==> src/core/rac_pkg.sv <==
// Shared constants, command codes and helpers for the ring adapter attachment.
// Assumes both ends run on one clock, ref_clk, with a synchronous reset.
package rac_pkg;

  // --------------------------------------------------------------------------
  // Sizes
  // --------------------------------------------------------------------------
  localparam int RAC_NPOS = 4;
  localparam int RAC_DW = 16;
  localparam int RAC_AW = 8;

  // --------------------------------------------------------------------------
  // Commands from the central control unit or maintenance processor
  // --------------------------------------------------------------------------
  typedef enum logic [3:0] {
    RAC_CMD_CONNECT, RAC_CMD_DISCONNECT, RAC_CMD_MASK, RAC_CMD_UNMASK,
    RAC_CMD_PROG_RESET, RAC_CMD_GCC, RAC_CMD_GET_L1, RAC_CMD_GET_L2,
    RAC_CMD_SET_ROUTE, RAC_CMD_READ_REG, RAC_CMD_MM_ADDR, RAC_CMD_MM_WRITE,
    RAC_CMD_MM_WRITE_INC, RAC_CMD_MM_READ, RAC_CMD_MM_READ_INC
  } rac_cmd_t;

  // --------------------------------------------------------------------------
  // Status field positions and reset values
  // --------------------------------------------------------------------------
  localparam int RAC_L1_DISC_BIT = 0;
  localparam int RAC_L1_PIOD_BIT = 1;
  localparam int RAC_L1_RESET_BIT = 2;
  localparam logic [1:0] RAC_L1_RESET_VAL = 2'h3;
  localparam int RAC_L2_PAR_B0 = 0;
  localparam int RAC_L2_PAR_B1 = 1;
  localparam int RAC_L2_PAR_BOTH = 2;
  localparam int RAC_L2_DMA_ERR = 3;
  localparam int RAC_GCC_DIRECT = 0;
  localparam int RAC_GCC_MAINT_STAT = 1;
  localparam int RAC_GCC_DISC_DONE = 2;
  localparam int RAC_GCC_PARITY = 3;
  localparam int RAC_GCC_MASK_ON = 4;
  localparam int RAC_GCC_LID_LSB = 8;
  localparam logic [7:0] RAC_REG_ADAPTER_LEVEL1_FLAG_ADDR = 8'h7E;
  localparam logic [7:0] RAC_LID_TYPEB_BASE = 8'h20;

  // --------------------------------------------------------------------------
  // Adapter storage map and timing counts
  // --------------------------------------------------------------------------
  localparam logic [2:0] RAC_SELFTEST_IDX = 3'h0;
  localparam logic [2:0] RAC_IRQREG_IDX = 3'h1;
  localparam logic [2:0] RAC_SSB_IDX = 3'h2;
  localparam logic [15:0] RAC_SELFTEST_PASS = 16'h00FF;
  localparam logic [15:0] RAC_LOBE_PASS = 16'h0F0F;
  localparam int RAC_SELFTEST_CYC = 16;
  localparam int RAC_LOBE_CYC = 32;

  // Odd parity over one byte.
  function automatic logic rac_par(input logic [7:0] b);
    return ~(^b);
  endfunction

endpackage

==> src/core/rac_link_if.sv <==
// Adapter bus between the attachment logic and one ring adapter.
// Assumes both parties share ref_clk; no clock travels on this bundle.
`timescale 1ns/10ps
interface rac_link_if;
  import rac_pkg::*;
  logic [RAC_NPOS-1:0] grant;
  logic [RAC_NPOS-1:0] bus_err;
  logic mm_req;
  logic mm_wr;
  logic [1:0] mm_sel;
  logic [RAC_AW-1:0] mm_addr;
  logic [RAC_DW-1:0] mm_wdata;
  logic [1:0] mm_wpar;
  logic [RAC_NPOS-1:0] bus_req;
  logic [RAC_NPOS-1:0] irq_req;
  logic xfer_last;
  logic rd_valid;
  logic [RAC_DW-1:0] rd_data;
  logic [1:0] rd_par;

  modport dev (
    output grant, bus_err, mm_req, mm_wr, mm_sel, mm_addr, mm_wdata, mm_wpar,
    input bus_req, irq_req, xfer_last, rd_valid, rd_data, rd_par
  );
  modport adp (
    input grant, bus_err, mm_req, mm_wr, mm_sel, mm_addr, mm_wdata, mm_wpar,
    output bus_req, irq_req, xfer_last, rd_valid, rd_data, rd_par
  );
endinterface

==> src/core/rac_attach_logic.sv <==
// Attachment logic between four ring adapter positions and the control side.
// Assumes commands arrive as one-cycle strobes on ref_clk and the adapter
// bus is driven by logic on the same clock, so no input is synchronised.
// How it works
// - Scan wheel grants pending bus requests in order.
// - Build parity error interrupts maintenance, reports id.
// - Connect clears disconnect and progio disable flags.
// - Routed positions interrupt maintenance, also when connected.
// - Mask suppresses maintenance interrupts despite pending requests.
// - Disconnect raises completion interrupt, ignoring the mask.
// - Masked and disconnected: no interrupts after completion except level4.
// - Unmask lets later adapter interrupts through again.
// - Programmed reset clears mask, sets readable reset flag.
// - Completion response shows whether masking is active.
// - Stop sets level1 flag at 7E; get-level1 clears.
// - Checker two logs adapter parity, raises level4.
// - Parity error sets completion bits and type B id.
// - Parity reported for byte0, byte1, both bytes.
// - Adapter in parity test drives parity zero.
// - Adapter self tests at reset, posts result.
// - Command block request interrupts once block free.
// - Wrap open runs lobe test, posts status.
// - Autoincrement access advances address after each transfer.
// - Transfer error signals bus error for retry.
// - Transfer error withholds adapter interrupt until level2 read.
// - Completion command clears maintenance error status.
`timescale 1ns/10ps
module rac_attach_logic
  import rac_pkg::*;
#(
  parameter int NPOS = RAC_NPOS
) (
  input wire logic ref_clk,
  input wire logic srst,
  rac_link_if.dev link,
  input wire logic cmd_valid,
  input wire rac_cmd_t cmd_code,
  input wire logic [RAC_DW-1:0] cmd_data,
  input wire logic ibus_par_err,
  input wire logic dma_err,
  output logic rsp_valid,
  output logic [RAC_DW-1:0] rsp_data,
  output logic maint_irq,
  output logic ccu_irq,
  output logic l4_irq,
  output logic dma_active,
  output logic [1:0] dma_pos
);
  // --------------------------------------------------------------------------
  // State
  // --------------------------------------------------------------------------
  typedef enum logic [1:0] {W_IDLE, W_BUILD, W_XFER} rac_wheel_t;
  typedef struct packed {
    rac_wheel_t wheel;
    logic [1:0] ptr, serv;
    logic xerr, connected, masked, disc_pend, reset_ind;
    logic [1:0] l1;
    logic adapter_level1_flag;
    logic [NPOS-1:0] route, withhold;
    logic [3:0] l2;
    logic merr;
    logic [7:0] line_identifier;
    logic [1:0] mm_pos;
    logic [RAC_AW-1:0] mm_addr, acc_addr;
    logic rd_wait, rd_inc;
    logic [NPOS-1:0] grant, bus_err;
    logic mm_req, mm_wr;
    logic [RAC_DW-1:0] mm_wdata;
    logic [1:0] mm_wpar;
    logic rsp_valid;
    logic [RAC_DW-1:0] rsp_data;
    logic maint_irq, ccu_irq, l4_irq, dma_active;
  } rac_dev_state_t;
  rac_dev_state_t st_ff;
  rac_dev_state_t nxt_st;

  // Next requesting position at or after the wheel pointer.
  function automatic logic [2:0] pick(input logic [NPOS-1:0] req, input logic [1:0] from);
    logic [2:0] res;
    logic [1:0] idx;
    res = 3'h0;
    for (int k = NPOS - 1; k >= 0; k--) begin
      idx = 2'(from + 2'(k));
      if (req[idx]) res = {1'b1, idx};
    end
    return res;
  endfunction
  // Type B line identifier of a position.
  function automatic logic [7:0] lid_of(input logic [1:0] pos);
    return 8'(RAC_LID_TYPEB_BASE + {6'h00, pos});
  endfunction
  // --------------------------------------------------------------------------
  // Next-state logic
  // --------------------------------------------------------------------------
  // Clears are applied first and hardware sets last, so an event in the
  // same cycle as its clear survives.
  always_comb begin
    logic [2:0] sel;
    logic [NPOS-1:0] pend;
    logic [NPOS-1:0] direct;
    logic e0, e1;
    sel = 3'h0;
    pend = link.irq_req & ~st_ff.withhold;
    direct = pend & st_ff.route;
    e0 = 1'b0;
    e1 = 1'b0;
    nxt_st = st_ff;
    nxt_st.grant = '0;
    nxt_st.bus_err = '0;
    nxt_st.mm_req = 1'b0;
    nxt_st.rsp_valid = 1'b0;
    // An access carries the pointer as it stood, so a step lands only after it.
    nxt_st.acc_addr = st_ff.mm_addr;
    // Commands; a read in flight holds off further commands.
    if (cmd_valid && !st_ff.rd_wait) begin
      nxt_st.rsp_valid = 1'b1;
      nxt_st.rsp_data = '0;
      case (cmd_code)
        RAC_CMD_CONNECT: begin
          nxt_st.connected = 1'b1;
          nxt_st.l1 = 2'h0;
        end
        RAC_CMD_DISCONNECT: begin
          nxt_st.connected = 1'b0;
          nxt_st.l1[RAC_L1_DISC_BIT] = 1'b1;
          nxt_st.disc_pend = 1'b1;
          nxt_st.adapter_level1_flag = 1'b1;
        end
        RAC_CMD_MASK: nxt_st.masked = 1'b1;
        RAC_CMD_UNMASK: nxt_st.masked = 1'b0;
        RAC_CMD_PROG_RESET: begin
          nxt_st.masked = 1'b0;
          nxt_st.reset_ind = 1'b1;
        end
        RAC_CMD_GCC: begin
          nxt_st.rsp_data[RAC_GCC_DIRECT] = |direct;
          nxt_st.rsp_data[RAC_GCC_MAINT_STAT] = st_ff.merr;
          nxt_st.rsp_data[RAC_GCC_DISC_DONE] = st_ff.disc_pend;
          nxt_st.rsp_data[RAC_GCC_PARITY] = |st_ff.l2[2:0];
          nxt_st.rsp_data[RAC_GCC_MASK_ON] = st_ff.masked;
          nxt_st.rsp_data[RAC_GCC_LID_LSB +: 8] = st_ff.line_identifier;
          nxt_st.merr = 1'b0;
          nxt_st.disc_pend = 1'b0;
        end
        RAC_CMD_GET_L1: begin
          nxt_st.rsp_data[RAC_L1_DISC_BIT] = st_ff.l1[RAC_L1_DISC_BIT];
          nxt_st.rsp_data[RAC_L1_PIOD_BIT] = st_ff.l1[RAC_L1_PIOD_BIT];
          nxt_st.rsp_data[RAC_L1_RESET_BIT] = st_ff.reset_ind;
          nxt_st.adapter_level1_flag = 1'b0;
          nxt_st.reset_ind = 1'b0;
        end
        RAC_CMD_GET_L2: begin
          nxt_st.rsp_data[3:0] = st_ff.l2;
          nxt_st.l2 = 4'h0;
          nxt_st.withhold = '0;
        end
        RAC_CMD_SET_ROUTE: nxt_st.route = cmd_data[NPOS-1:0];
        RAC_CMD_READ_REG: begin
          if (cmd_data[7:0] == RAC_REG_ADAPTER_LEVEL1_FLAG_ADDR) nxt_st.rsp_data[0] = st_ff.adapter_level1_flag;
        end
        RAC_CMD_MM_ADDR: begin
          nxt_st.mm_addr = cmd_data[RAC_AW-1:0];
          nxt_st.mm_pos = cmd_data[9:8];
        end
        RAC_CMD_MM_WRITE, RAC_CMD_MM_WRITE_INC: begin
          nxt_st.mm_req = 1'b1;
          nxt_st.mm_wr = 1'b1;
          nxt_st.mm_wdata = cmd_data;
          nxt_st.mm_wpar = {rac_par(cmd_data[15:8]), rac_par(cmd_data[7:0])};
          if (cmd_code == RAC_CMD_MM_WRITE_INC) begin
            nxt_st.mm_addr = 8'(st_ff.mm_addr + 8'h01);
          end
        end
        RAC_CMD_MM_READ, RAC_CMD_MM_READ_INC: begin
          nxt_st.rsp_valid = 1'b0; // Answered when the data returns.
          nxt_st.mm_req = 1'b1;
          nxt_st.mm_wr = 1'b0;
          nxt_st.rd_wait = 1'b1;
          nxt_st.rd_inc = (cmd_code == RAC_CMD_MM_READ_INC);
        end
        default: nxt_st.rsp_data = '0;
      endcase
    end
    // Read data return with the adapter bus parity checker.
    if (st_ff.rd_wait && link.rd_valid) begin
      nxt_st.rd_wait = 1'b0;
      nxt_st.rsp_valid = 1'b1;
      nxt_st.rsp_data = link.rd_data;
      if (st_ff.rd_inc) nxt_st.mm_addr = 8'(st_ff.mm_addr + 8'h01);
      e0 = link.rd_par[0] != rac_par(link.rd_data[7:0]);
      e1 = link.rd_par[1] != rac_par(link.rd_data[15:8]);
      if (e0 && e1) begin
        nxt_st.l2[RAC_L2_PAR_BOTH] = 1'b1;
      end else if (e0) begin
        nxt_st.l2[RAC_L2_PAR_B0] = 1'b1;
      end else if (e1) begin
        nxt_st.l2[RAC_L2_PAR_B1] = 1'b1;
      end
      if (e0 || e1) nxt_st.line_identifier = lid_of(st_ff.mm_pos);
    end
    // Scan wheel: one grant, one control word build cycle, then the transfer.
    case (st_ff.wheel)
      W_IDLE: begin
        sel = pick(link.bus_req, st_ff.ptr);
        if (sel[2]) begin
          nxt_st.grant[sel[1:0]] = 1'b1;
          nxt_st.serv = sel[1:0];
          nxt_st.xerr = 1'b0;
          nxt_st.wheel = W_BUILD;
        end
      end
      W_BUILD: begin
        if (ibus_par_err) begin
          nxt_st.merr = 1'b1;
          nxt_st.line_identifier = lid_of(st_ff.serv);
        end
        nxt_st.wheel = W_XFER;
      end
      W_XFER: begin
        if (dma_err) nxt_st.xerr = 1'b1;
        if (link.xfer_last) begin
          if (dma_err || st_ff.xerr) begin
            nxt_st.bus_err[st_ff.serv] = 1'b1;
            nxt_st.l2[RAC_L2_DMA_ERR] = 1'b1;
            nxt_st.withhold[st_ff.serv] = 1'b1;
            nxt_st.line_identifier = lid_of(st_ff.serv);
          end
          nxt_st.ptr = 2'(st_ff.serv + 2'h1);
          nxt_st.wheel = W_IDLE;
        end
      end
      default: nxt_st.wheel = W_IDLE;
    endcase
    // Interrupt gating; the mask never blocks the disconnect completion,
    // and once that is serviced while masked only the level 4 line gets through.
    nxt_st.maint_irq = st_ff.disc_pend |
                       (~st_ff.masked & (|direct | st_ff.merr));
    nxt_st.ccu_irq = st_ff.connected & |(pend & ~st_ff.route);
    nxt_st.l4_irq = |st_ff.l2;
    nxt_st.dma_active = (nxt_st.wheel != W_IDLE);
  end
  // --------------------------------------------------------------------------
  // Registers
  // --------------------------------------------------------------------------
  // Out of reset the block is disconnected with programmed I/O disabled.
  always_ff @(posedge ref_clk) begin
    if (srst) begin
      st_ff <= '0;
      st_ff.wheel <= W_IDLE;
      st_ff.l1 <= RAC_L1_RESET_VAL;
    end else begin
      st_ff <= nxt_st;
    end
  end
  // --------------------------------------------------------------------------
  // Outputs
  // --------------------------------------------------------------------------
  assign link.grant = st_ff.grant;
  assign link.bus_err = st_ff.bus_err;
  assign link.mm_req = st_ff.mm_req;
  assign link.mm_wr = st_ff.mm_wr;
  assign link.mm_sel = st_ff.mm_pos;
  assign link.mm_addr = st_ff.acc_addr;
  assign link.mm_wdata = st_ff.mm_wdata;
  assign link.mm_wpar = st_ff.mm_wpar;
  assign rsp_valid = st_ff.rsp_valid;
  assign rsp_data = st_ff.rsp_data;
  assign maint_irq = st_ff.maint_irq;
  assign ccu_irq = st_ff.ccu_irq;
  assign l4_irq = st_ff.l4_irq;
  assign dma_active = st_ff.dma_active;
  assign dma_pos = st_ff.serv;
endmodule // rac_attach_logic

==> src/flat_wrapper.sv <==
// flat-port wrapper written by rule: the top's interface ports become plain ports
module rac_attach_logic_flat import rac_pkg::*;
#(
  parameter int NPOS = RAC_NPOS
)
  (ref_clk, srst, cmd_valid, cmd_code, cmd_data, ibus_par_err, dma_err, rsp_valid, rsp_data, maint_irq, ccu_irq, l4_irq, dma_active, dma_pos, link_grant, link_bus_err, link_mm_req, link_mm_wr, link_mm_sel, link_mm_addr, link_mm_wdata, link_mm_wpar, link_bus_req, link_irq_req, link_xfer_last, link_rd_valid, link_rd_data, link_rd_par);
  rac_link_if link_i ();
  input wire logic ref_clk;
  input wire logic srst;
  input wire logic cmd_valid;
  input wire rac_cmd_t cmd_code;
  input wire logic [RAC_DW-1:0] cmd_data;
  input wire logic ibus_par_err;
  input wire logic dma_err;
  output logic rsp_valid;
  output logic [RAC_DW-1:0] rsp_data;
  output logic maint_irq;
  output logic ccu_irq;
  output logic l4_irq;
  output logic dma_active;
  output logic [1:0] dma_pos;
  output wire logic [$bits(link_i.grant)-1:0] link_grant;
  output wire logic [$bits(link_i.bus_err)-1:0] link_bus_err;
  output wire logic [$bits(link_i.mm_req)-1:0] link_mm_req;
  output wire logic [$bits(link_i.mm_wr)-1:0] link_mm_wr;
  output wire logic [$bits(link_i.mm_sel)-1:0] link_mm_sel;
  output wire logic [$bits(link_i.mm_addr)-1:0] link_mm_addr;
  output wire logic [$bits(link_i.mm_wdata)-1:0] link_mm_wdata;
  output wire logic [$bits(link_i.mm_wpar)-1:0] link_mm_wpar;
  input wire logic [$bits(link_i.bus_req)-1:0] link_bus_req;
  input wire logic [$bits(link_i.irq_req)-1:0] link_irq_req;
  input wire logic [$bits(link_i.xfer_last)-1:0] link_xfer_last;
  input wire logic [$bits(link_i.rd_valid)-1:0] link_rd_valid;
  input wire logic [$bits(link_i.rd_data)-1:0] link_rd_data;
  input wire logic [$bits(link_i.rd_par)-1:0] link_rd_par;
  assign link_grant = link_i.grant;
  assign link_bus_err = link_i.bus_err;
  assign link_mm_req = link_i.mm_req;
  assign link_mm_wr = link_i.mm_wr;
  assign link_mm_sel = link_i.mm_sel;
  assign link_mm_addr = link_i.mm_addr;
  assign link_mm_wdata = link_i.mm_wdata;
  assign link_mm_wpar = link_i.mm_wpar;
  assign link_i.bus_req = link_bus_req;
  assign link_i.irq_req = link_irq_req;
  assign link_i.xfer_last = link_xfer_last;
  assign link_i.rd_valid = link_rd_valid;
  assign link_i.rd_data = link_rd_data;
  assign link_i.rd_par = link_rd_par;
  rac_attach_logic #(.NPOS(NPOS)) u_core (.ref_clk(ref_clk), .srst(srst), .link(link_i), .cmd_valid(cmd_valid), .cmd_code(cmd_code), .cmd_data(cmd_data), .ibus_par_err(ibus_par_err), .dma_err(dma_err), .rsp_valid(rsp_valid), .rsp_data(rsp_data), .maint_irq(maint_irq), .ccu_irq(ccu_irq), .l4_irq(l4_irq), .dma_active(dma_active), .dma_pos(dma_pos));
endmodule
==> config.mk <==
export PLATFORM = sky130hd
export DESIGN_NAME = rac_attach_logic_flat
export DESIGN_NICKNAME = d
export VERILOG_FILES = /design/src/core/rac_pkg.sv /design/src/core/rac_link_if.sv /design/src/core/rac_attach_logic.sv /design/src/flat_wrapper.sv
export SDC_FILE = /design/constraint.sdc
export NUM_CORES = 1
export LEC_CHECK = 0
export BUFFER_PORTS_ARGS = -buffer_cell sky130_fd_sc_hd__buf_2
export CAP_MARGIN = 25
export CORE_MARGIN = 2
export CORE_UTILIZATION = 54
export DETAILED_ROUTE_END_ITERATION = 10
export GPL_TIMING_DRIVEN = 0
export MAX_ROUTING_LAYER = met4
export PLACE_DENSITY = 0.8
export SLEW_MARGIN = 20
export SYNTH_ARGS = -nofsm -noshare
export SYNTH_HDL_FRONTEND = slang
export SYNTH_SLANG_ARGS = --single-unit
export TNS_END_PERCENT = 100
==> constraint.sdc <==
create_clock -name ref_clk -period 2 [get_ports ref_clk]
set_input_delay 0.3 -clock ref_clk [delete_from_list [all_inputs] [get_ports ref_clk]]
set_output_delay 0.3 -clock ref_clk [all_outputs]
set_load 0.03 [all_outputs]
# --- After elaboration in Yosys (flattened, before gate mapping) ---
# Cells that the tools add are included.
word_totals:
  mem_bits_ro: 0
  out_inout_bits: 61
  elab_cells: 201
  latch_bits: 0
  ramBits: 0
  reg_bits: 104
  in_bits: 53
  memories: 0
op_classes:
  magnitude_cmp: 8
  shift: 0
  n_mux: 63
  multipliers: 0
  n_addsub: 7
  n_reduce_logical: 48
  bitwise: 21
  n_div: 0
  n_eq_ne: 21
op_table:
  columns: ["operator", "n"]
  rows:
  - ["two-way mux 8 bit", 10]
  - ["two-way mux 17 bit", 2]
  - ["one-hot mux 8 bit (2 select lines)", 2]
  - ["parity 8 bit", 4]
  - ["equality test 4 bit (second input constant)", 7]
  - ["AND reduction 2 bit", 13]
  - ["< comparator 2 x 3 -> 1 bit (second input constant)", 6]
  - ["two-way mux 3 bit", 6]
  - ["two-way mux 9 bit", 2]
  - ["nonzero test 2 bit", 9]
  - ["two-way mux 1 bit", 17]
  - ["equality test 4 x 3 -> 1 bit (second input constant)", 4]
  - ["one-hot mux 1 bit (2 select lines)", 8]
  - ["OR reduction 4 bit", 4]
  - ["two-way mux 5 bit", 3]
  - ["adder 6 x 2 -> 7 bit (first input constant)", 2]
  - ["bitwise AND 4 bit", 3]
  - ["one-hot mux 2 bit (3 select lines)", 2]
  - ["inverter 1 bit", 11]
  - ["OR reduction 2 bit", 5]
  - ["adder 8 x 1 -> 8 bit (second input constant)", 1]
  - ["binary-select mux 1 bit (select 2 bit)", 4]
  - ["equality test 4 x 2 -> 1 bit (second input constant)", 2]
  - ["equality test 8 x 7 -> 1 bit (second input constant)", 1]
  - ["25 further kinds", 40]

# --- Logic depth before layout (Yosys ltp) ---
# Gate-level depths: netlist (run 1).
logic_depth:
  depth_word: 12
  depth_mapped: 8
  depth_no_buf: 7

# --- Least setup slack after synthesis (run 1) ---
# OpenSTA, ideal clock, no wires.
synth_timing:
  kind: "input -> register"
  start: "in cmd_code[1]"
  end: "reg u_core.st_ff, in the netlist u_core.link.mm_wdata[10]"
  n_path_buf: 3
  cell_stages: 7
  setup_time_ns: 0.128
  t_arrival_ns: 1.667
  slack_ns: 0.205
  t_required_ns: 1.872
  cell_sequence: "buf_2 or3b_2 a21oi_1 buf_4 buf_6 mux2i_1 nor2_1"
synth_between:
  elab_chain_cells: 3
  word_cells_on_any_way: 4
  classes_between: "eq/ne (2); reduce/logical (2)"
synth_rtl:
  columns: ["item", "line_no", "rtl"]
  rows:
  - ["start: declaration", "flat_wrapper.sv:11", "input wire rac_cmd_t cmd_code;"]
  - ["equality test 4 bit", "rac_attach_logic.sv:118", "case (cmd_code)"]
  - ["OR reduction 2 bit (*)", "rac_attach_logic.sv:118", null]
  - ["AND reduction 2 bit (no line) (*)", null, null]
  - ["end signal: assignment", "rac_attach_logic.sv:252", "st_ff <= nxt_st;"]
  - ["end: declaration", "rac_attach_logic.sv:74", "rac_dev_state_t st_ff;"]
# Mark *: on every way between the ends. The rest lies on a longest branch, timed or not.
# A chain may end at the register's enable or synchronous reset.

# --- Worst setup path in the final report (run 1) ---
layout_timing:
  start: "reg u_core.st_ff[102] (netlist name)"
  end: "reg u_core.st_ff[71] (netlist name)"
layout_between:
  elab_chain_cells: 2
  word_cells_on_any_way: 3
  classes_between: "eq/ne (2); mux (1)"
layout_rtl:
  columns: ["item", "line_no", "rtl"]
  rows:
  - ["equality test 2 bit or equality test 2 x 1 -> 1 bit (tied branches)", "rac_attach_logic.sv:202", "case (st_ff.wheel)"]
  - ["one-hot mux 8 bit (2 select lines) (*)", "rac_attach_logic.sv:202", null]
# Marked as above.

==> results of run 1 <==
-- final timing paths --
kind                                   startpoint                       end  slack [ns]  cells past startpoint
worst min-delay path                 cmd_data[14]  u_core.link.mm_wdata[14]        0.20                      3
worst max register to register  u_core.st_ff[102]          u_core.st_ff[71]        0.11                      7
worst min register to register   u_core.st_ff[73]          u_core.st_ff[73]        0.44                      2
worst max-delay path            u_core.st_ff[102]          u_core.st_ff[71]        0.11                      7
-- power breakdown --
group,switching (W),internal (W)
Clock,0.000720,0.000607
Sequential,0.0000400,0.00212
Combinational,0.000418,0.000312
-- layer usage --
metal / track usage / part of all wire / up-vias
met2: 0.4256 / 0.49 / 195
met3: 0.03467 / 0.065 / 24
li1: - / - / 2125
met1: 0.3277 / 0.43 / 2153
met5: - / 0 / -
met4: 0.1019 / 0.018 / 0
-- registers in the layout, indices dropped and copies added, names as in the netlist, 2 cells and up --
register,count
u_core.dma_pos,2
u_core.link.bus_err,4
u_core.link.grant,4
u_core.link.mm_addr,8
u_core.link.mm_sel,2
u_core.link.mm_wdata,16
u_core.link.mm_wpar,2
u_core.nxt_st,8
u_core.rsp_data,16
u_core.st_ff,35
-- logic make-up (layout without fill, tap and decap cells) --
family	after synthesis	count (layout)	share of synthesized area
AOI/OAI and AO/OA	102	102	0.1369
xor gates and xnor gates	30	30	0.06549
and+or+nand+nor	185	185	0.1790
muxes	30	30	0.05958
buffers and inverters	97	223	0.1174
adders and majority gates	13	13	0.03200
DFF	104	104	0.4097
-- worst max-delay path, cell delays in order, from the launching register on --
cell and delay, ns:
dfxtp_1 0.44, inv_1 0.11, ha_1 0.34, inv_1 0.08, nor3_2 0.25, a21boi_1 0.25, a2111o_1 0.24, nor2_1 0.07
-- through the flow --
stage	util	total power (W)	worst slack (ns)	cells	hold WS, ns
finish	0.6536	0.004219	0.1128	798	0.1967
global route	0.6536	0.004381	0.01234	798	0.2133
floorplan	-	0.002701	0.2050	561	0.4079
detailed placement	0.6276	0.002914	-0.06490	782	0.4210
global placement	0.6276	0.002890	-0.07004	782	0.4165
CTS	0.6505	0.004212	0.003654	797	0.1959
-- cell usage in the layout, fill, tap and decap left out, drive strengths merged, types with 11 or more instances in the layout --
| cell | count |
|---|---|
| a22oi | 11 |
| nor2b | 15 |
| nand2 | 28 |
| dfxtp | 104 |
| nor2 | 71 |
| ha | 13 |
| mux2i | 28 |
| buf | 175 |
| nor3 | 15 |
| a21oi | 28 |
| xnor2 | 23 |
| inv | 19 |
| clkbuf | 25 |
| o21ai | 14 |
-- final cells by class --
type                       instances  area share
tap                              111     0.02311
clock inverter                     5    0.009367
multi-input combinational        360      0.4051
clock buffer                      10     0.02290
sequential                       104      0.3464
buffer                            78     0.08784
timing repair buffer             112     0.09409
inverter                          18     0.01124
-- timing repair --
item                       CTS  global route
pin swaps                    0             0
setup endpoints to repair    6            20
gates resized for setup      5             6
setup buffers                0             2
==> impl_metrics.tcl, run 1 <==
set metrics [dict create \
    core_area_sq_um 9196 \
    ant_nets 0 \
    tightest_slew_ns 0.7316 \
    root_buffer "clkbuf_8" \
    synth_ff_type "dfxtp_1" \
    p_leak_nw 2.750 \
    die_w_um 101.0 \
    htree_levels 3 \
    cts_buffers 9 \
    place_area_sq_um 5772 \
    avgRoutedWirePerCell_um 15.97 \
    drive_gt1_frac 0.2999 \
    final_hold_viol_count 0 \
    maxSlewHeadroom 0.5122 \
    ys_warn_count 0 \
    hpwl_um 9473 \
    crit_type "reg2reg" \
    yosysMostFrequentCell "dfxtp_1" \
    drt_iter0_drc 220 \
    worst_setup_path_start_kind "flip-flop" \
    synth-seq-cells 104 \
    synth.area.top_cells "dfxtp_1 (41%), buf_4 (8.1%), mux2i_1 (5.5%), nor2_1 (5.2%), xnor2_1 (3.6%)" \
    grt_start_max_net_pins 17 \
    area.growth.synth_to_final_pct 18.27 \
    drc 0 \
    fmax_ghz 0.5299 \
    die_height_um 101.0 \
    max-vdd-ir-drop_mv 0.3505 \
    clk_path_buf_depth 2 \
    fin_setup_tns_ns 0 \
    fillCellCount 801 \
    synth_area_per_cell_sq_um 9.059 \
    grt_pass1_vias 4203 \
    powerDensity_nw_per_um2 701.9 \
    initial_core_util 0.5527 \
    synthCells 561 \
    endpoint_kind "flip-flop" \
    nets 749 \
    io_buffers 110 \
    overflow 0 \
    setup_viol 0 \
    routed_wl_um 12750 \
    finalClockSkew_ns 0.01284 \
    multi_input_area_sq_um 2435 \
    vias 4497 \
    netlist_area_sq_um 5082 \
    routed_via_density 5.635 \
    min-delay-path-class "in2reg" \
    maxCapViolCount 0 \
    clock_sinks 104 \
    cp.arrival_ns 2.15 \
    cts_hold_buffers 0 \
    yosysSeqAreaShare 0.4097 \
    grt_pass1_wl_um 20290 \
    fin_area_sq_um 6011 \
    synthesis.nets 627 \
    synth_common_cells "dfxtp_1 (104), nor2_1 (71), buf_4 (55)" \
    rsz0062_at_grt "no" \
    clk_latency_ns 0.37 \
    maxSlewViolCount 0 \
    netlist.area_leader.share 0.4097 \
    ys_types 55 \
    status "completed" \
    antenna_found_initial 0 \
    gp_congestion 0.8871 \
    period_needed_ns 1.887 \
    num_rows 35 \
    cts_tree "done" \
    ioPinCount 114 \
    synth_edf_count 0 \
    die_area_sq_um 10200 \
    regArea_sq_um 2082 \
    synth_top_cell_by_area "dfxtp_1" \
    critPathMaxFanout 6 \
    crit_required_ns 2.27 \
    drt_first_pass_iters 5 \
    antenna-diode-count 0 \
    grt_usage 0.2604 \
    finalCritPeriodShare 0.9436 \
    path_clk_slew_ns 0.10 \
    async_flop_share 0 \
]
No activity file was read; power rests on OpenSTA's default activity.
==> run 2, diff against run 1 <==
--- a/config.mk
+++ b/config.mk
@@ -5,13 +5,13 @@
 export SDC_FILE = /design/constraint.sdc
 export NUM_CORES = 1
 export LEC_CHECK = 0
+export ABC_AREA = 1
 export BUFFER_PORTS_ARGS = -buffer_cell sky130_fd_sc_hd__buf_2
 export CAP_MARGIN = 25
 export CORE_MARGIN = 2
-export CORE_UTILIZATION = 54
+export CORE_UTILIZATION = 55
 export DETAILED_ROUTE_END_ITERATION = 10
 export GPL_TIMING_DRIVEN = 0
-export MAX_ROUTING_LAYER = met4
 export PLACE_DENSITY = 0.8
 export SLEW_MARGIN = 20
 export SYNTH_ARGS = -nofsm -noshare
==> run 2 against run 1 <==
  * Combinational power grew 62%
  * Maximum frequency up 5.1%
  * Final cell count grew 24%
  * Clock skew down 0.0056 ns
  * Die area increased by 2.9%
  * Wire length up 0.91%
  * Cell area up 4.8%
  * First-iteration DRC count shrank 4.1%
  * Critical endpoint is now u_core.st_ff[76]
==> impl_metrics.tcl, run 2 <==
set metrics [dict create \
    status "completed" \
    vias 5009 \
    maxSlewHeadroom 0.5569 \
    synthesis.nets 799 \
    area.growth.synth_to_final_pct 18.16 \
    cts_tree "done" \
    final_hold_viol_count 0 \
    crit_required_ns 2.30 \
    async_flop_share 0 \
    gp_congestion 0.9882 \
    avgRoutedWirePerCell_um 12.99 \
    num_rows 35 \
    io_buffers 113 \
    die_height_um 102.5 \
    synth_ff_type "dfxtp_1" \
    maxCapViolCount 0 \
    fin_setup_tns_ns 0 \
    cts_hold_buffers 0 \
    fmax_ghz 0.5569 \
    die_area_sq_um 10500 \
    period_needed_ns 1.796 \
    ioPinCount 114 \
    grt_pass1_wl_um 20900 \
    grt_usage 0.2541 \
    core_area_sq_um 9328 \
    powerDensity_nw_per_um2 796.2 \
    synth_edf_count 0 \
    cts_buffers 9 \
    ant_nets 0 \
    root_buffer "clkbuf_8" \
    largest-register "u_core.st_ff" \
    mostFrequentLayoutCell "nand2_1" \
    nets 923 \
    path_clk_slew_ns 0.09 \
    p_leak_nw 3.105 \
    postCtsResizedCells 0 \
    antenna-diode-count 0 \
    dp_cells 975 \
    pwr-share-seq 0.453 \
    switchingPower_w 0.001534 \
    grt_pass1_vias 4586 \
    netlist.area_leader.share 0.3904 \
    drc 0 \
    critical-path-top-delay-family "simple AND/OR/NAND/NOR gates" \
    p_sw_frac 0.3057 \
    die_w_um 102.5 \
    fin_cells 990 \
    cpMaxStageDelayCell "dfxtp_1" \
    crit_chain "inv_1 > ha_1 > inv_2 > or2_1 > o211ai_1 > a21oi_1 > or2_1 > nor3b_2" \
    power_frac_clock 0.313 \
    clk_path_buf_depth 2 \
    clock_sinks 104 \
    drt_first_pass_iters 4 \
    grt_start_max_net_pins 17 \
    yosysSeqAreaShare 0.3904 \
    synth_top_cell_by_area "dfxtp_1" \
    setup_viol 0 \
    finalCritPeriodShare 0.8978 \
    endpoint_kind "flip-flop" \
    rsz0062_at_grt "no" \
    cpPeakStageDelay_ns 0.34 \
    synth_common_cells "nand2_1 (159), dfxtp_1 (104), inv_1 (88)" \
    timing.critical_path.buf_inv 2 \
    ys_warn_count 0 \
    postCtsSetupBuffers 0 \
    antenna_found_initial 0 \
    synth.area.top_cells "dfxtp_1 (39%), nand2_1 (11%), buf_4 (7.7%), inv_1 (6.2%), nor2_1 (4.9%)" \
    critPathMaxFanout 5 \
    routed_wl_um 12860 \
    routed_via_density 5.060 \
    cp.arrival_ns 2.09 \
    combPwrFrac 0.234 \
    synth-seq-cells 104 \
    finalClockSkew_ns 0.007286 \
    ys_types 46 \
    max-vdd-ir-drop_mv 0.4935 \
    maxSlewViolCount 0 \
    drt_iter0_drc 211 \
    overflow 0 \
    drive_gt1_frac 0.2695 \
    worst_setup_path_start_kind "flip-flop" \
    tightest_slew_ns 0.6646 \
    initial_core_util 0.5717 \
    clk_latency_ns 0.37 \
    min-delay-path-class "in2reg" \
    synthCells 733 \
    netlist_area_sq_um 5333 \
    hpwl_um 10010 \
    synth_area_per_cell_sq_um 7.275 \
    largest_reg_flops 35 \
    most-common-layout-cells "nand2_1 (159), buf_2 (117), dfxtp_1 (104)" \
    p_int_w 0.003483 \
    yosysMostFrequentCell "nand2_1" \
    critPathMostFrequentCell "or2_1" \
    htree_levels 3 \
    crit_type "reg2reg" \
]
==> run 2: cell count changes after synthesis, sizes merged, moves of 15 or more <==
cell   change
nand2    +142
inv       +83
o21ai     +37
mux2i     -28
nand3     +26
nor2b     -15
==> run 2: path summary, 6_finish.rpt <==
kind	startpoint	to	slack, ns	cells past startpoint
max	u_core.st_ff[102]	u_core.st_ff[76]	0.20	8
min	link_rd_data[6]	u_core.rsp_data[6]	0.21	3
min reg2reg	u_core.st_ff[73]	u_core.st_ff[73]	0.45	2
max reg2reg	u_core.st_ff[102]	u_core.st_ff[76]	0.20	8
==> run 2: layout make-up <==
class | count | area, sq um
Buffer | 73 | 500.5
Clock buffer | 10 | 137.6
Tap cell | 129 | 161.4
Inverter | 101 | 379.1
Multi-Input combinational cell | 455 | 2371
Clock inverter | 5 | 103.9
Sequential cell | 104 | 2082
Fill cell | 862 | 3027
Timing Repair Buffer | 113 | 565.5
==> run 2: metrics by stage <==
stage	utilization	cell area [sq um]	hold slack, ns	total power (W)	setup slack (ns)
finish	0.6755	6301	0.2129	0.005017	0.2044
global route	0.6755	6301	0.2190	0.005275	0.09437
CTS	0.6755	6301	0.2023	0.005035	0.2168
detailed placement	0.6496	6060	0.4363	0.003488	0.1639
global placement	0.6496	6060	0.4286	0.003450	0.1933
floorplan	-	5333	0.4169	0.003168	0.4465
==> run 2: routing by layer <==
| metal | routed length, um | GRT usage |
|---|---|---|
| met4 | 201 | 0.09128 |
| met5 | 0 | 0 |
| met3 | 817 | 0.03830 |
| met1 | 5743 | 0.3332 |
| met2 | 6098 | 0.4258 |
==> run 2: worst reg2reg max path: cells and delay by family (launching register included) <==
kind / cells / cell delay, ns
and+or+nand+nor: 3 / 0.73
AOI/OAI and AO/OA: 2 / 0.19
buffers and inverters: 2 / 0.21
DFF: 1 / 0.34
adders and majority gates: 1 / 0.27
==> run 2: power by group through the flow <==
stage	sequential (W)	clock (W)	combinational (W)
floorplan	0.00233	0	0.000838
global route	0.00229	0.00166	0.00132
finish	0.00227	0.00157	0.00118
global placement	0.00231	0	0.00114
detailed placement	0.00232	0	0.00117
CTS	0.00227	0.00159	0.00118
==> run 2: cells by family after synthesis <==
kind of cell / Yosys count / synth area share
AND/OR/NAND/NOR: 292 / 0.2342
XOR/XNOR: 18 / 0.03097
AO/OA/AOI/OAI: 132 / 0.1490
adder cells (fa/ha/maj): 13 / 0.03050
buffers and inverters: 174 / 0.1649
flip-flops: 104 / 0.3904
==> run 3, diff against run 2 <==
--- a/config.mk
+++ b/config.mk
@@ -12,7 +12,7 @@
 export CORE_UTILIZATION = 55
 export DETAILED_ROUTE_END_ITERATION = 10
 export GPL_TIMING_DRIVEN = 0
-export PLACE_DENSITY = 0.8
+export PLACE_DENSITY_LB_ADDON = 0.1
 export SLEW_MARGIN = 20
 export SYNTH_ARGS = -nofsm -noshare
 export SYNTH_HDL_FRONTEND = slang
==> run 3 against run 2 <==
  * Global-route usage up 0.057 points
  * Largest power group unchanged
  * Combinational power about the same
  * Maximum frequency about the same
  * Clock-buffer cell count up 1
  * Critical path type unchanged
  * Cell area down 0.34%
  * Sequential share of layout area up 0.11 points
  * Power down 1.9%
  * Highest routed layer unchanged
  * Utilization down 0.23 points
==> impl_metrics.tcl, run 3 (same netlist as run 2, synthesis figures left out) <==
set metrics [dict create \
    vias 4991 \
    die_w_um 102.5 \
    htree_levels 3 \
    rsz0062_at_grt "no" \
    routed_via_density 5.036 \
    die_height_um 102.5 \
    dpl_worst_slack_ns 0.1420 \
    path_clk_slew_ns 0.10 \
    reg2reg_from "u_core.st_ff[102]" \
    drt_first_pass_iters 5 \
    layout_setup_ws_ns 0.2027 \
    grt_pass1_wl_um 21020 \
    worst_setup_path_start_kind "flip-flop" \
    fillCellCount 846 \
    overflow 0 \
    die_area_sq_um 10500 \
    cts_buffers 9 \
    clock_sinks 104 \
    grt_usage 0.2547 \
    largest-register "u_core.st_ff" \
    mostFrequentLayoutCell "nand2_1" \
    largest_reg_flops 35 \
    route.met3.wl_um 751 \
    hpwl_um 9888 \
    gp_congestion 0.9032 \
    max-vdd-ir-drop_mv 0.5274 \
    maxCapViolCount 0 \
    fin_setup_tns_ns 0 \
    finalCritPeriodShare 0.8986 \
    setup_viol 0 \
    critPathMaxFanout 5 \
    area.growth.synth_to_final_pct 17.76 \
    regToRegSetupSlack_ns 0.20 \
    endpoint_kind "flip-flop" \
    crit_type "reg2reg" \
    critPathLaunch "u_core.st_ff[102]" \
    fmax_ghz 0.5564 \
    io_buffers 113 \
    maxSlewHeadroom 0.5221 \
    grt_pass1_vias 4540 \
    root_buffer "clkbuf_8" \
    antenna_found_initial 0 \
    drive_gt1_frac 0.2691 \
    grt_start_max_net_pins 17 \
    finalClockSkew_ns 0.01082 \
    cts_hold_buffers 0 \
    period_needed_ns 1.797 \
    core_area_sq_um 9328 \
    crit_required_ns 2.30 \
    wl_met1_um 6098 \
    drt_iter0_drc 197 \
    nets 923 \
    min-delay-path-class "in2reg" \
    dr_wl_met2_um 5948 \
    status "completed" \
    maxSlewViolCount 0 \
    p_leak_nw 3.096 \
    clk_latency_ns 0.37 \
    routed_wl_um 12930 \
    final_hold_viol_count 0 \
    clk_path_buf_depth 2 \
    postCtsResizedCells 0 \
    initial_core_util 0.5717 \
    routed.top_layer "met4" \
    drc 0 \
    min_from "link_rd_data[6]" \
    powerDensity_nw_per_um2 783.9 \
    postCtsSetupBuffers 0 \
    cts_tree "done" \
    antenna-diode-count 0 \
    tightest_slew_ns 0.7169 \
    ant_nets 0 \
    ioPinCount 114 \
    most-common-layout-cells "nand2_1 (159), buf_2 (117), dfxtp_1 (104)" \
    avgRoutedWirePerCell_um 13.05 \
    cp.arrival_ns 2.10 \
    num_rows 35 \
]
-- run 3: cell types whose count changed in the layout (fill, tap and decap cells not counted) --
cell	change
clkbuf_1	+1
bufinv_16	-1
clkinv_2	+1
-- run 3: final cells by class --
cell class | count | area (sq um) | area share
timing repair buffer | 113 | 565.5 | 0.09006
clock inverter | 5 | 78.83 | 0.01255
buffer | 73 | 500.5 | 0.07970
inverter | 101 | 379.1 | 0.06037
clock buffer | 11 | 141.4 | 0.02251
tap | 129 | 161.4 | 0.02570
multi-input combinational | 455 | 2371 | 0.3776
sequential | 104 | 2082 | 0.3315
-- run 3: stage by stage --
stage               utilization  cells  instance area [sq um]  hold WS, ns  total power [W]
finish                   0.6732    991                   6280       0.2099         0.004922
global route             0.6732    991                   6280       0.2119         0.005162
CTS                      0.6732    991                   6280       0.2019         0.004915
detailed placement       0.6496    975                   6060       0.4274         0.003490
global placement         0.6496    975                   6060       0.4264         0.003453
floorplan                     -    733                   5333       0.4169         0.003168
-- run 3: per-layer routing --
metal / vias to the layer above / GRT usage
met3: 13 / 0.03625
met1: 2296 / 0.3484
met4: 0 / 0.06974
li1: 2528 / -
met2: 154 / 0.4218
met5: - / 0
-- run 3: power by group --
group | internal [W] | switching (W)
sequential | 0.00219 | 0.0000793
clock | 0.000741 | 0.000723
combinational | 0.000433 | 0.000756
-- run 3: worst max-delay path: stages (launching register included) --
cell      delay, ns
dfxtp_1        0.34
inv_1          0.13
ha_1           0.27
inv_2          0.08
or2_1          0.25
o211ai_1       0.10
a21oi_1        0.09
or2_1          0.30
nor3b_2        0.18
-- run 3: path summary, 6_finish.rpt --
kind	cells past startpoint	to
worst min-delay path	3	u_core.rsp_data[6]
worst max register to register	8	u_core.st_ff[76]
worst min register to register	2	u_core.st_ff[75]
worst max-delay path	8	u_core.st_ff[76]
